$ cat src/logic/dac_upd_cfg.svh
`ifndef DAC_UPD_CFG_SVH
`define DAC_UPD_CFG_SVH

// command field values, top nibble of the 24-bit frame
`define CMD_WRITE_IN 4'h1
`define CMD_UPDATE 4'h2
`define CMD_WRITE_UPD 4'h3
`define CMD_MASK 4'h5
`define CMD_SOFT_RST 4'h6

// frame layout
`define FRAME_BITS 24
`define CMD_TOP 23
`define CMD_BOTTOM 20
`define ADDR_TOP 19
`define ADDR_BOTTOM 16
`define DATA_TOP 15
`define MASK_TOP 3

// serial clock positions inside the data phase (9 clocks per byte, 9th is ack)
`define ACK_SLOT_0 5'h08
`define ACK_SLOT_1 5'h11
`define LAST_DATA_SLOT 5'h19
`define SLOT_MAX 5'h1a

// clear codes and reset values
`define CODE_ZERO 16'h0000
`define CODE_MID 16'h8000
`define MASK_RESET 4'h0

// timing
`define CLK_PERIOD_NS 50
`define CLEAR_MIN_NS 30
`define CLEAR_MIN_CYC ((`CLEAR_MIN_NS + `CLK_PERIOD_NS - 1) / `CLK_PERIOD_NS)

`endif

$ cat src/logic/dac_upd_pkg.sv
package dac_upd_pkg;

    // gray sequence: init -> run -> clear -> run
    typedef enum logic [1:0]
    {
        ST_INIT = 2'b00,
        ST_RUN = 2'b01,
        ST_CLEAR = 2'b11
    } upd_state_e;

    typedef logic [3:0][15:0] bank_t;

    typedef struct packed
    {
        upd_state_e st;
        logic [3:0] mask;
        logic [4:0] slot;
        logic [22:0] shift;
        logic [15:0] por_code;
        logic scl_prev;
        logic load_strobe_n_prev;
        logic rdy;
    } ctl_s;

endpackage

$ cat src/logic/dac_upd_ctrl.sv
`timescale 1ns/1ns
`include "dac_upd_cfg.svh"
// Notes on behaviour
// - write-input with strobe low updates input and output on 24th data clock
// - write-input with strobe high touches input only; later strobe fall copies
// - mask command ignores address, loads mask from low four data bits
// - mask bit 3..0 belong to channels D, C, B, A
// - mask is zero after reset
// - masked channel ignores strobe falling edges, but not a strobe held low
// - strobe falling edge copies input to output on unmasked channels
// - strobe held low makes write-input ignore the mask
// - update command copies input to output, input unchanged
// - write-and-update loads input and output regardless of strobe
// - clear pin low clears outputs to zero or midscale per select pin
// - no output updates while clear low; cleared value kept afterwards
// - software reset returns registers and outputs to power-on code
// - strobe activity during power-on reset is ignored
// - clear low at power-up postpones initialisation until released
// - power-up code zero or midscale per select pin, held until written
// - frame: command nibble, address nibble, sixteen data bits
module dac_upd_ctrl
    import dac_upd_pkg::*;
(
    // clock and reset
    input wire logic clk,
    input wire logic rst,
    // serial link pins, data phase gate from the protocol engine
    input wire logic scl,
    input wire logic sda,
    input wire logic frame_gate,
    // control pins
    input wire logic load_strobe_n,
    input wire logic clear_n,
    input wire logic clear_level_select,
    // converter codes
    output logic [15:0] dac_code_a,
    output logic [15:0] dac_code_b,
    output logic [15:0] dac_code_c,
    output logic [15:0] dac_code_d,
    output logic ready
);

    ctl_s q, d;
    logic scl_s, sda_s, gate_s, load_strobe_n_s, clr_s, sel_s;
    logic [3:0] in_we, out_we;
    bank_t in_wd, out_wd, in_q, out_q;
    logic scl_rise, load_strobe_n_fall, exec;
    logic [23:0] word;
    logic [3:0] cmd, addr;
    logic [15:0] live_code;

    // replicate one code to every channel
    function automatic bank_t fill(input logic [15:0] code);
        bank_t b;
        for (int k = 0; k < 4; k++)
            b[k] = code;
        return b;
    endfunction

    // place one code on the addressed channels, the others keep their base words
    function automatic bank_t merge(input bank_t base, input logic [3:0] sel, input logic [15:0] code);
        bank_t b;
        b = base;
        for (int k = 0; k < 4; k++)
            if (sel[k])
                b[k] = code;
        return b;
    endfunction

    // every pin passes two flops before use
    // a pin change is seen one to two clocks late, so link and strobe levels must last several clocks
    sync2 #(.W(6)) u_sync
    (
        .clk(clk),
        .rst(rst),
        .async_in({scl, sda, frame_gate, load_strobe_n, clear_n, clear_level_select}),
        .sync_out({scl_s, sda_s, gate_s, load_strobe_n_s, clr_s, sel_s})
    );

    // input registers, one word per channel
    chan_bank u_in
    (
        .clk(clk),
        .rst(rst),
        .wr_en(in_we),
        .wr_data(in_wd),
        .rd_q(in_q)
    );

    // output registers, one word per channel
    chan_bank u_out
    (
        .clk(clk),
        .rst(rst),
        .wr_en(out_we),
        .wr_data(out_wd),
        .rd_q(out_q)
    );

    // edge detection works on the synchronised copies only
    assign scl_rise = scl_s && !q.scl_prev;
    assign load_strobe_n_fall = q.load_strobe_n_prev && !load_strobe_n_s;
    assign word = {q.shift, sda_s};
    assign cmd = word[`CMD_TOP:`CMD_BOTTOM];
    assign addr = word[`ADDR_TOP:`ADDR_BOTTOM];
    assign exec = scl_rise && gate_s && (q.slot == `LAST_DATA_SLOT);
    assign live_code = sel_s ? `CODE_MID : `CODE_ZERO;

    // next state, bank write enables and bank write data
    always_comb
    begin
        d = q;
        in_we = 4'h0;
        out_we = 4'h0;
        in_wd = fill(word[`DATA_TOP:0]);
        out_wd = in_q;
        d.scl_prev = scl_s;
        d.load_strobe_n_prev = load_strobe_n_s;

        // bit capture; ack clocks carry no data, acks come from the protocol engine
        if (!gate_s)
            d.slot = 5'h00;
        else if (scl_rise)
        begin
            if (q.slot != `ACK_SLOT_0 && q.slot != `ACK_SLOT_1 && q.slot != `SLOT_MAX)
                d.shift = word[22:0];
            if (q.slot != `SLOT_MAX)
                d.slot = q.slot + 5'h01;
        end

        unique case (q.st)
            ST_INIT:
            begin
                // strobe edges are not acted on here
                d.por_code = live_code;
                if (clr_s)
                begin
                    in_we = 4'hf;
                    out_we = 4'hf;
                    in_wd = fill(live_code);
                    out_wd = fill(live_code);
                    d.st = ST_RUN;
                end
            end
            ST_CLEAR:
            begin
                // outputs pinned at the clear code, frames and strobe have no effect
                out_we = 4'hf;
                out_wd = fill(live_code);
                if (clr_s)
                    d.st = ST_RUN;
            end
            ST_RUN:
            begin
                if (!clr_s)
                begin
                    d.st = ST_CLEAR;
                    in_we = 4'hf;
                    out_we = 4'hf;
                    in_wd = fill(live_code);
                    out_wd = fill(live_code);
                end
                else
                begin
                    // unmasked strobe fall copies input to output
                    if (load_strobe_n_fall)
                        out_we = ~q.mask;
                    if (exec)
                    begin
                        if (cmd == `CMD_WRITE_IN)
                        begin
                            in_we = addr;
                            if (!load_strobe_n_s)
                            begin
                                // strobe tied low: mask plays no part
                                out_wd = merge(out_wd, addr, word[`DATA_TOP:0]);
                                out_we = out_we | addr;
                            end
                        end
                        else if (cmd == `CMD_UPDATE)
                            out_we = out_we | addr;
                        else if (cmd == `CMD_WRITE_UPD)
                        begin
                            in_we = addr;
                            // command data wins over a strobe copy landing in the same clock
                            out_wd = merge(out_wd, addr, word[`DATA_TOP:0]);
                            out_we = out_we | addr;
                        end
                        else if (cmd == `CMD_MASK)
                            d.mask = word[`MASK_TOP:0];
                        else if (cmd == `CMD_SOFT_RST)
                        begin
                            d.mask = `MASK_RESET;
                            in_we = 4'hf;
                            out_we = 4'hf;
                            in_wd = fill(q.por_code);
                            out_wd = fill(q.por_code);
                        end
                    end
                end
            end
            default:
                d.st = ST_INIT;
        endcase

        // ready has its own flop: state bit 0 is high in both running and clearing, so no single bit marks running
        d.rdy = (d.st == ST_RUN);
    end

    // single register for all control state
    always_ff @(posedge clk)
    begin
        if (rst)
        begin
            q.st <= ST_INIT;
            q.mask <= `MASK_RESET;
            q.slot <= 5'h00;
            q.shift <= 23'h000000;
            q.por_code <= `CODE_ZERO;
            q.scl_prev <= 1'b0;
            q.load_strobe_n_prev <= 1'b0;
            q.rdy <= 1'b0;
        end
        else
            q <= d;
    end

    // outputs come straight from the bank flops and the ready flop
    assign dac_code_a = out_q[0];
    assign dac_code_b = out_q[1];
    assign dac_code_c = out_q[2];
    assign dac_code_d = out_q[3];
    assign ready = q.rdy;

    logic run_now;
    assign run_now = (q.st == ST_RUN) && clr_s;
endmodule

$ cat src/logic/sync2.sv
`timescale 1ns/1ns
module sync2
#(
    parameter int W = 1
)
(
    // clock and reset
    input wire logic clk,
    input wire logic rst,
    // asynchronous level in, synchronised level out
    input wire logic [W-1:0] async_in,
    output logic [W-1:0] sync_out
);

    logic [W-1:0] meta_q;

    // first stage feeds only the second stage
    always_ff @(posedge clk)
    begin
        if (rst)
        begin
            meta_q <= '0;
            sync_out <= '0;
        end
        else
        begin
            meta_q <= async_in;
            sync_out <= meta_q;
        end
    end

endmodule

$ cat src/logic/chan_bank.sv
`timescale 1ns/1ns
`include "dac_upd_cfg.svh"
module chan_bank
    import dac_upd_pkg::*;
(
    // clock and reset
    input wire logic clk,
    input wire logic rst,
    // per-channel write port
    input wire logic [3:0] wr_en,
    input wire bank_t wr_data,
    // all four words, straight from flops
    output bank_t rd_q
);

    // each channel is an independent 16-bit word so all can load in one edge
    genvar i;
    generate
        for (i = 0; i < 4; i++)
        begin : g_chan
            always_ff @(posedge clk)
            begin
                if (rst)
                    rd_q[i] <= `CODE_ZERO;
                else if (wr_en[i])
                    rd_q[i] <= wr_data[i];
            end
        end
    endgenerate

endmodule

$ cat config.mk
export PLATFORM = sky130hd
export DESIGN_NAME = dac_upd_ctrl
export DESIGN_NICKNAME = d
export VERILOG_FILES = /design/src/logic/dac_upd_pkg.sv /design/src/logic/dac_upd_ctrl.sv /design/src/logic/sync2.sv /design/src/logic/chan_bank.sv
export VERILOG_INCLUDE_DIRS = /design/src /design/src/logic
export SDC_FILE = /design/constraint.sdc
export NUM_CORES = 1
export LEC_CHECK = 0
export ABC_CLOCK_PERIOD_IN_PS = 2000
export BUFFER_PORTS_ARGS = -buffer_cell sky130_fd_sc_hd__buf_2
export CORE_UTILIZATION = 54
export DETAILED_ROUTE_END_ITERATION = 7
export PLACE_DENSITY = 0.76
export SLEW_MARGIN = 20
export SYNTH_ARGS = -nofsm -noshare
export SYNTH_HDL_FRONTEND = slang
export SYNTH_SLANG_ARGS = --single-unit
$ cat constraint.sdc
create_clock -name clk -period 2 [get_ports clk]
set_input_delay 0.4 -clock clk [delete_from_list [all_inputs] [get_ports clk]]
set_output_delay 0.4 -clock clk [all_outputs]
set_load 0.02 [all_outputs]
# After elaboration in Yosys (flattened, before gate mapping)
# Cells that the tools add are included.
# W data, S select, Z words.
# totals
inputBits	8
out_inout_bits	65
reg_bits	193
wordCells	102
# op_classes
n_mux	50
n_reduce_logical	15
n_bitwise	6
n_addsub	1
n_eq_ne	12
# ops
op	count
$mux W64	17
$pmux W64 S3	1
$pmux W64 S2	1
$mux W4	21
$mux W16	5
$pmux W4 S3	1
$ne A5 B5 Y1 const B	2
$eq A4 B2 Y1 const B	2
$eq A4 B3 Y1 const B	2
$pmux W4 S2	1
$reduce_and A7 Y1	1
$logic_and A1 B1 Y1	6
$add A5 B1 Y5 const B	1
$eq A5 B5 Y1 const B	1
$ne A5 B4 Y1 const B	1
$eq A2 B1 Y1 const B	2
$eq A4 B1 Y1 const B	1
$mux W2	2
$not A1 Y1	4
$not A4 Y4	1
$or A4 B4 Y4	1
$pmux W2 S2	1
$reduce_or A2 Y1	2
$reduce_and A3 Y1	1
other kinds (5)	6

# Longest topological paths before layout
# depth
ltp_word	13
ltp_mapped	10
mapped_depth_nobuf	7

# Modules after synthesis
# Synthesis repeated with hierarchy kept, for this count alone.
# hier_totals
hier_cells	910
hier_area_um2	8511.9
# modules_own_cells
mod	seq_area_each_um2	cells_per_inst	area_per_inst_um2	n_inst
chan_bank	1281.2	207	2322.2	2
dac_upd_ctrl	760.7	471	3500.9	1
sync2	240.2	25	366.6	1

# Worst setup path before layout
# No wires, ideal clock.
# synth_path
path_type	register to register
from	register q[43] in the netlist's numbering
to	register u_out.rd_q[33] in the netlist's numbering
stages_incl_launch_ff	11
period_less_slack_ns	2.105
arrival_time_ns	1.981
required_ns	1.876
setup_time_ns	0.124
path_slack_ns	-0.105
cell_sequence	dfxtp_1 inv_1 ha_1 and3_1 buf_2 a41oi_4 a21boi_2 or2_1 buf_2 buf_6 a21oi_1
# synth_between
elab_chain_len	5
elab_cells_between_ends	8
# synth_lines
element	line	rtl
start, declared	dac_upd_ctrl.sv:43	ctl_s q, d;
$eq A5 B5 Y1 (no source line) (*)	n/a	
$logic_and A1 B1 Y1 (*)	dac_upd_ctrl.sv:106	assign exec = scl_rise && gate_s && (q.slot == `LAST_DATA_SLOT);
$mux W64 or $mux W4 (tied branches)	dac_upd_ctrl.sv:168	if (exec)
$mux W64 or $mux W4 (tied branches)	dac_upd_ctrl.sv:155	if (!clr_s)
$pmux W64 S3 or $pmux W4 S3 (tied branches)	dac_upd_ctrl.sv:131	unique case (q.st)
end signal, assigned by index	chan_bank.sv:24	rd_q[i] <= `CODE_ZERO;
end signal, assigned by index	chan_bank.sv:26	rd_q[i] <= wr_data[i];
end, declared	chan_bank.sv:13	output bank_t rd_q
# Every way passes the cells marked *; elsewhere a longest branch is shown, timed or not.
# A chain may end at the register's enable or synchronous reset.

# Final worst setup path
# layout_path
from	register q[52] in the netlist's numbering
to	register u_in.rd_q[19] in the netlist's numbering
# layout_between
elab_chain_len	2
elab_cells_between_ends	4
# layout_lines
element	line
$eq A2 B1 Y1 or $logic_not A2 Y1 (tied branches)	n/a
$pmux W64 S2 or $pmux W4 S2 (tied branches)	dac_upd_ctrl.sv:131
end signal, assigned by index	chan_bank.sv:24
end signal, assigned by index	chan_bank.sv:26
end, declared	chan_bank.sv:13
# Several ways; a longest one is shown, not always the timed one.

==> flow_summary.html <==
<table>
<tr><th>Metric</th><th>Value</th></tr>
<tr><th colspan="2">Synth</th></tr>
<tr><td>Top area cells in the synthesized netlist</td><td>dfxtp_1 (43%), mux2i_1 (11%), nor2_1 (5.8%), a311oi_1 (3.2%), a211oi_1 (2.7%)</td></tr>
<tr><td>Cell area after synthesis</td><td>0.00826 sq mm</td></tr>
<tr><td>Yosys warning total</td><td>0</td></tr>
<tr><td>Number of distinct library cell variants in the gate-level netlist after synthesis</td><td>72</td></tr>
<tr><td>Number of synthesized flops with an enable pin</td><td>0</td></tr>
<tr><td>Fraction of synthesis flops using an asynchronous set or reset pin</td><td>0%</td></tr>
<tr><td>Synthesized net count</td><td>921</td></tr>
<tr><td>Primary FF master, synth</td><td>dfxtp_1</td></tr>
<tr><td>Post-Syn Area per Cell</td><td>9.12 sq um</td></tr>
<tr><td>Flip-flop and latch count after synthesis</td><td>178</td></tr>
<tr><td>Library cell with the largest summed area after synthesis</td><td>dfxtp_1</td></tr>
<tr><td>Synthesized netlist cell count</td><td>905</td></tr>
<tr><td>Sequential share of the synthesized area</td><td>43.2%</td></tr>
<tr><td>Area share of the leading cell type in the synthesized netlist</td><td>43.2%</td></tr>
<tr><th colspan="2">Critical path</th></tr>
<tr><td>CP endpoint kind</td><td>flop</td></tr>
<tr><td>Data arrival time of the critical path</td><td>2.28 ns</td></tr>
<tr><td>Critical register-to-register path endpoint</td><td>u_in.rd_q[19]$_SDFFE_PP0P_</td></tr>
<tr><td>Endpoint of the most critical setup path</td><td>u_in.rd_q[19]$_SDFFE_PP0P_</td></tr>
<tr><td>Nature of the critical path startpoint</td><td>flop</td></tr>
<tr><td>Critical Path RT</td><td>2.29 ns</td></tr>
<tr><td>Startpoint of the most critical register-to-register path</td><td>q[52]$_SDFF_PP0_</td></tr>
<tr><td>Depth of the worst register-to-register path</td><td>10</td></tr>
<tr><td>CP Max Fanout</td><td>8</td></tr>
<tr><td>Type of the worst setup path</td><td>reg2reg</td></tr>
<tr><td>Worst setup path start</td><td>q[52]$_SDFF_PP0_</td></tr>
<tr><td>Worst R2R Setup Slack</td><td>0.01 ns</td></tr>
<tr><th colspan="2">Power and ir drop</th></tr>
<tr><td>Max rail drop VDD</td><td>0.000981 V</td></tr>
<tr><td>P per Cell Area</td><td>1350 mW/mm^2</td></tr>
<tr><td>Static leakage power</td><td>4.00 nW</td></tr>
<tr><th colspan="2">Clock network</th></tr>
<tr><td>Worst-Skew Late Latency</td><td>0.42 ns</td></tr>
<tr><td>Clk root buf</td><td>clkbuf_16</td></tr>
<tr><td>Clock tree from TritonCTS</td><td>done</td></tr>
<tr><td>Number of buffers added to fix hold violations after cts</td><td>0</td></tr>
<tr><td>Clock transition at the registers of the reported paths</td><td>0.07 ns</td></tr>
<tr><td>Bufs on Longest Clock Path</td><td>2</td></tr>
<tr><td>H-tree depth</td><td>4</td></tr>
<tr><td>Number of buffers created by CTS</td><td>17</td></tr>
<tr><td>Clk sinks</td><td>178</td></tr>
<tr><th colspan="2">Timing</th></tr>
<tr><td>Max transition margin</td><td>59.3%</td></tr>
<tr><td>Final setup fails</td><td>0</td></tr>
<tr><td>Max Clock Skew</td><td>0.0107 ns</td></tr>
<tr><td>Highest attainable clock frequency</td><td>503 MHz</td></tr>
<tr><td>Hold violation total from the final report</td><td>0</td></tr>
<tr><td>Number of max-slew violations in the final report</td><td>0</td></tr>
<tr><td>Post-route clock period utilization</td><td>99.3%</td></tr>
<tr><td>Worst slew pin tran</td><td>0.610 ns</td></tr>
<tr><td>Final Worst Setup Slack</td><td>0.0133 ns</td></tr>
<tr><td>RSZ-0062 raised after global routing</td><td>true</td></tr>
<tr><td>Hold WS</td><td>0.181 ns</td></tr>
<tr><td>Clock period minus worst slack</td><td>1.99 ns</td></tr>
<tr><th colspan="2">Finish</th></tr>
<tr><td>Final instance area</td><td>0.0107 sq mm</td></tr>
<tr><td>Area growth from synthesis to layout</td><td>29.3%</td></tr>
<tr><td>Finished Core Util</td><td>72.4%</td></tr>
<tr><td># diodes</td><td>0</td></tr>
<tr><td>Area of the multi-input gates</td><td>0.00458 sq mm</td></tr>
<tr><td>Commonest non-fill, non-tap cell in the layout</td><td>dfxtp_1</td></tr>
<tr><td>Fill cell total of the finished layout</td><td>1077</td></tr>
<tr><td>Layout cells sized above 1</td><td>30.6%</td></tr>
<tr><td>Final net count</td><td>1066</td></tr>
<tr><td>Most frequent cells in the layout</td><td>dfxtp_1 (166), nor2_1 (114), buf_4 (100), mux2i_1 (87), buf_2 (72)</td></tr>
<tr><td>FF+latch area</td><td>0.00359 sq mm</td></tr>
<tr><th colspan="2">GRT</th></tr>
<tr><td>First-pass GRT wire length</td><td>38800 um</td></tr>
<tr><td>Vias in the first global route</td><td>7262</td></tr>
<tr><td>Antenna violations before repair</td><td>0</td></tr>
<tr><td>Overflow after GRT</td><td>0</td></tr>
<tr><td>Pin count of the biggest net entering global routing</td><td>126</td></tr>
<tr><td>GRT Util Overall</td><td>31.7%</td></tr>
<tr><th colspan="2">Floorplan</th></tr>
<tr><td>Die outline height</td><td>126 um</td></tr>
<tr><td>Row Count</td><td>44</td></tr>
<tr><td>Die X-Extent</td><td>126 um</td></tr>
<tr><td>Number of top-level pins</td><td>73</td></tr>
<tr><td>Area of the die</td><td>0.0158 sq mm</td></tr>
<tr><td>Starting Density</td><td>56.0%</td></tr>
<tr><td>Area of the core region</td><td>0.0148 sq mm</td></tr>
<tr><th colspan="2">Placement</th></tr>
<tr><td>Place WS</td><td>-0.108 ns</td></tr>
<tr><td>Routability congestion estimate</td><td>0.939</td></tr>
<tr><td>Count of input and output buffers</td><td>72</td></tr>
<tr><td>Detailed placement HPWL</td><td>17000 um</td></tr>
<tr><td>Placed Area</td><td>0.00956 sq mm</td></tr>
<tr><th colspan="2">Detailed routing</th></tr>
<tr><td>Via count</td><td>7878</td></tr>
<tr><td>Sum of routed wire length over all layers</td><td>26300 um</td></tr>
<tr><td>Residual DRC count</td><td>6</td></tr>
<tr><td>Average via count per standard cell</td><td>6.32</td></tr>
<tr><td>Wire per inst</td><td>21.1 um</td></tr>
<tr><td>Drt first-iter violations</td><td>979</td></tr>
<tr><td>Remaining antenna violation count</td><td>0</td></tr>
<tr><td>Count of TritonRoute iterations in the first routing pass</td><td>8</td></tr>
<tr><th colspan="2">Outcome</th></tr>
<tr><td>Failing checks</td><td>DRC</td></tr>
<tr><td>Outcome</td><td>complete, but fails checks</td></tr>
<tr><th colspan="2">Flow run</th></tr>
<tr><td>Count of maximum capacitance violations</td><td>0</td></tr>
<tr><th colspan="2">Min path</th></tr>
<tr><td>Startpoint of the worst hold path</td><td>clear_level_select</td></tr>
<tr><td>Worst min path class</td><td>in2reg</td></tr>
</table>
==> power by group <==
group | leakage (nW) | switching, mW | internal (mW)
clock | 0.264 | 1.39 | 1.78
sequential | 1.45 | 0.454 | 4.27
combinational | 2.29 | 3.69 | 2.86
total | 4.00 | 5.54 | 8.90
==> worst min-delay path by stage <==
stage	cells after the start	slack (ns)	to
floorplan	1	0.41	u_sync.sync_out[0]$_SDFF_PP0_
global placement	1	0.42	u_sync.sync_out[1]$_SDFF_PP0_
detailed placement	1	0.43	u_sync.sync_out[5]$_SDFF_PP0_
CTS	2	0.17	u_sync.meta_q[0]$_SDFF_PP0_
global route	2	0.18	u_sync.meta_q[0]$_SDFF_PP0_
finish	2	0.18	u_sync.meta_q[0]$_SDFF_PP0_
==> cell type report <==
| class | count | area share [%] |
|---|---|---|
| Multi-Input combinational cell | 636 | 42.9 |
| Sequential cell | 178 | 33.6 |
| Timing Repair Buffer | 204 | 15.8 |
| Clock buffer | 23 | 4.38 |
| Tap cell | 184 | 2.16 |
| Clock inverter | 8 | 0.726 |
| Inverter | 13 | 0.480 |
==> metal layers <==
layer,vias up,wire [um],track usage [%]
li1,3596,-,-
met1,3735,11000,43.4
met2,467,11800,50.0
met3,80,2730,5.61
met4,0,790,11.9
met5,-,0,0
==> registers in the layout (all words and copies together) (netlist names) <==
name             flops
u_in.rd_q           64
u_out.rd_q          64
q                   29
u_sync.meta_q        6
u_sync.sync_out      6
addr                 4
cmd                  4
ready                1
==> per-stage QoR <==
stage,instances,setup TNS (ns),power [mW]
floorplan,905,0,8.45
global placement,1195,-0.637,10.5
detailed placement,1195,-3.81,10.5
CTS,1227,0,13.8
global route,1246,-1.58,15.0
finish,1246,0,14.4
==> cells by family (layout without fill, tap and decap cells) <==
| group | Yosys count | after routing | share of synthesized area, % |
|---|---|---|---|
| compound gates | 225 | 225 | 20.7 |
| xor+xnor | 5 | 5 | 0.530 |
| fa+ha+maj | 8 | 8 | 1.21 |
| buf+inv | 91 | 248 | 5.26 |
| flops | 178 | 178 | 43.2 |
| mux | 89 | 89 | 10.8 |
| simple gates | 309 | 309 | 18.3 |
==> Yosys cell counts (3+ instances only) <==
master / instances
or3_1: 7
dfxtp_1: 178
a211oi_1: 30
buf_6: 4
or2_2: 7
nand2b_1: 8
nand4_1: 5
ha_1: 8
inv_1: 12
a311oi_1: 30
o21ai_0: 32
o21a_1: 3
buf_2: 26
nor2b_1: 21
clkbuf_1: 37
nor2_1: 128
a31oi_1: 9
o21ai_1: 8
xor2_1: 3
buf_1: 3
or2_0: 4
a32oi_1: 12
nor3_1: 20
mux2i_1: 87
nand3b_1: 4
nand3_1: 35
a22oi_1: 8
a311oi_2: 10
a21oi_1: 42
buf_4: 8
o31ai_1: 17
nand2_1: 41
and2_1: 9
==> worst max-delay path, cell delays in order (launching register included) <==
cell,delay (ns)
dfxtp_2,0.34
inv_4,0.08
ha_4,0.14
buf_6,0.13
buf_4,0.12
o2111ai_1,0.12
buf_4,0.20
o21ai_4,0.22
clkbuf_16,0.22
mux2i_1,0.22
nor2_1,0.06
==> repair_timing <==
action / 4_1_cts / 5_1_grt
cloned: 1 / 8
setup endpoints to repair: 129 / 144
setup buffers: 1 / 11
pin swaps: 5 / 25
endpoints found under the hold margin: 0 / 0
gates resized for setup: 26 / 64
No activity file was read; power rests on OpenSTA's default activity.
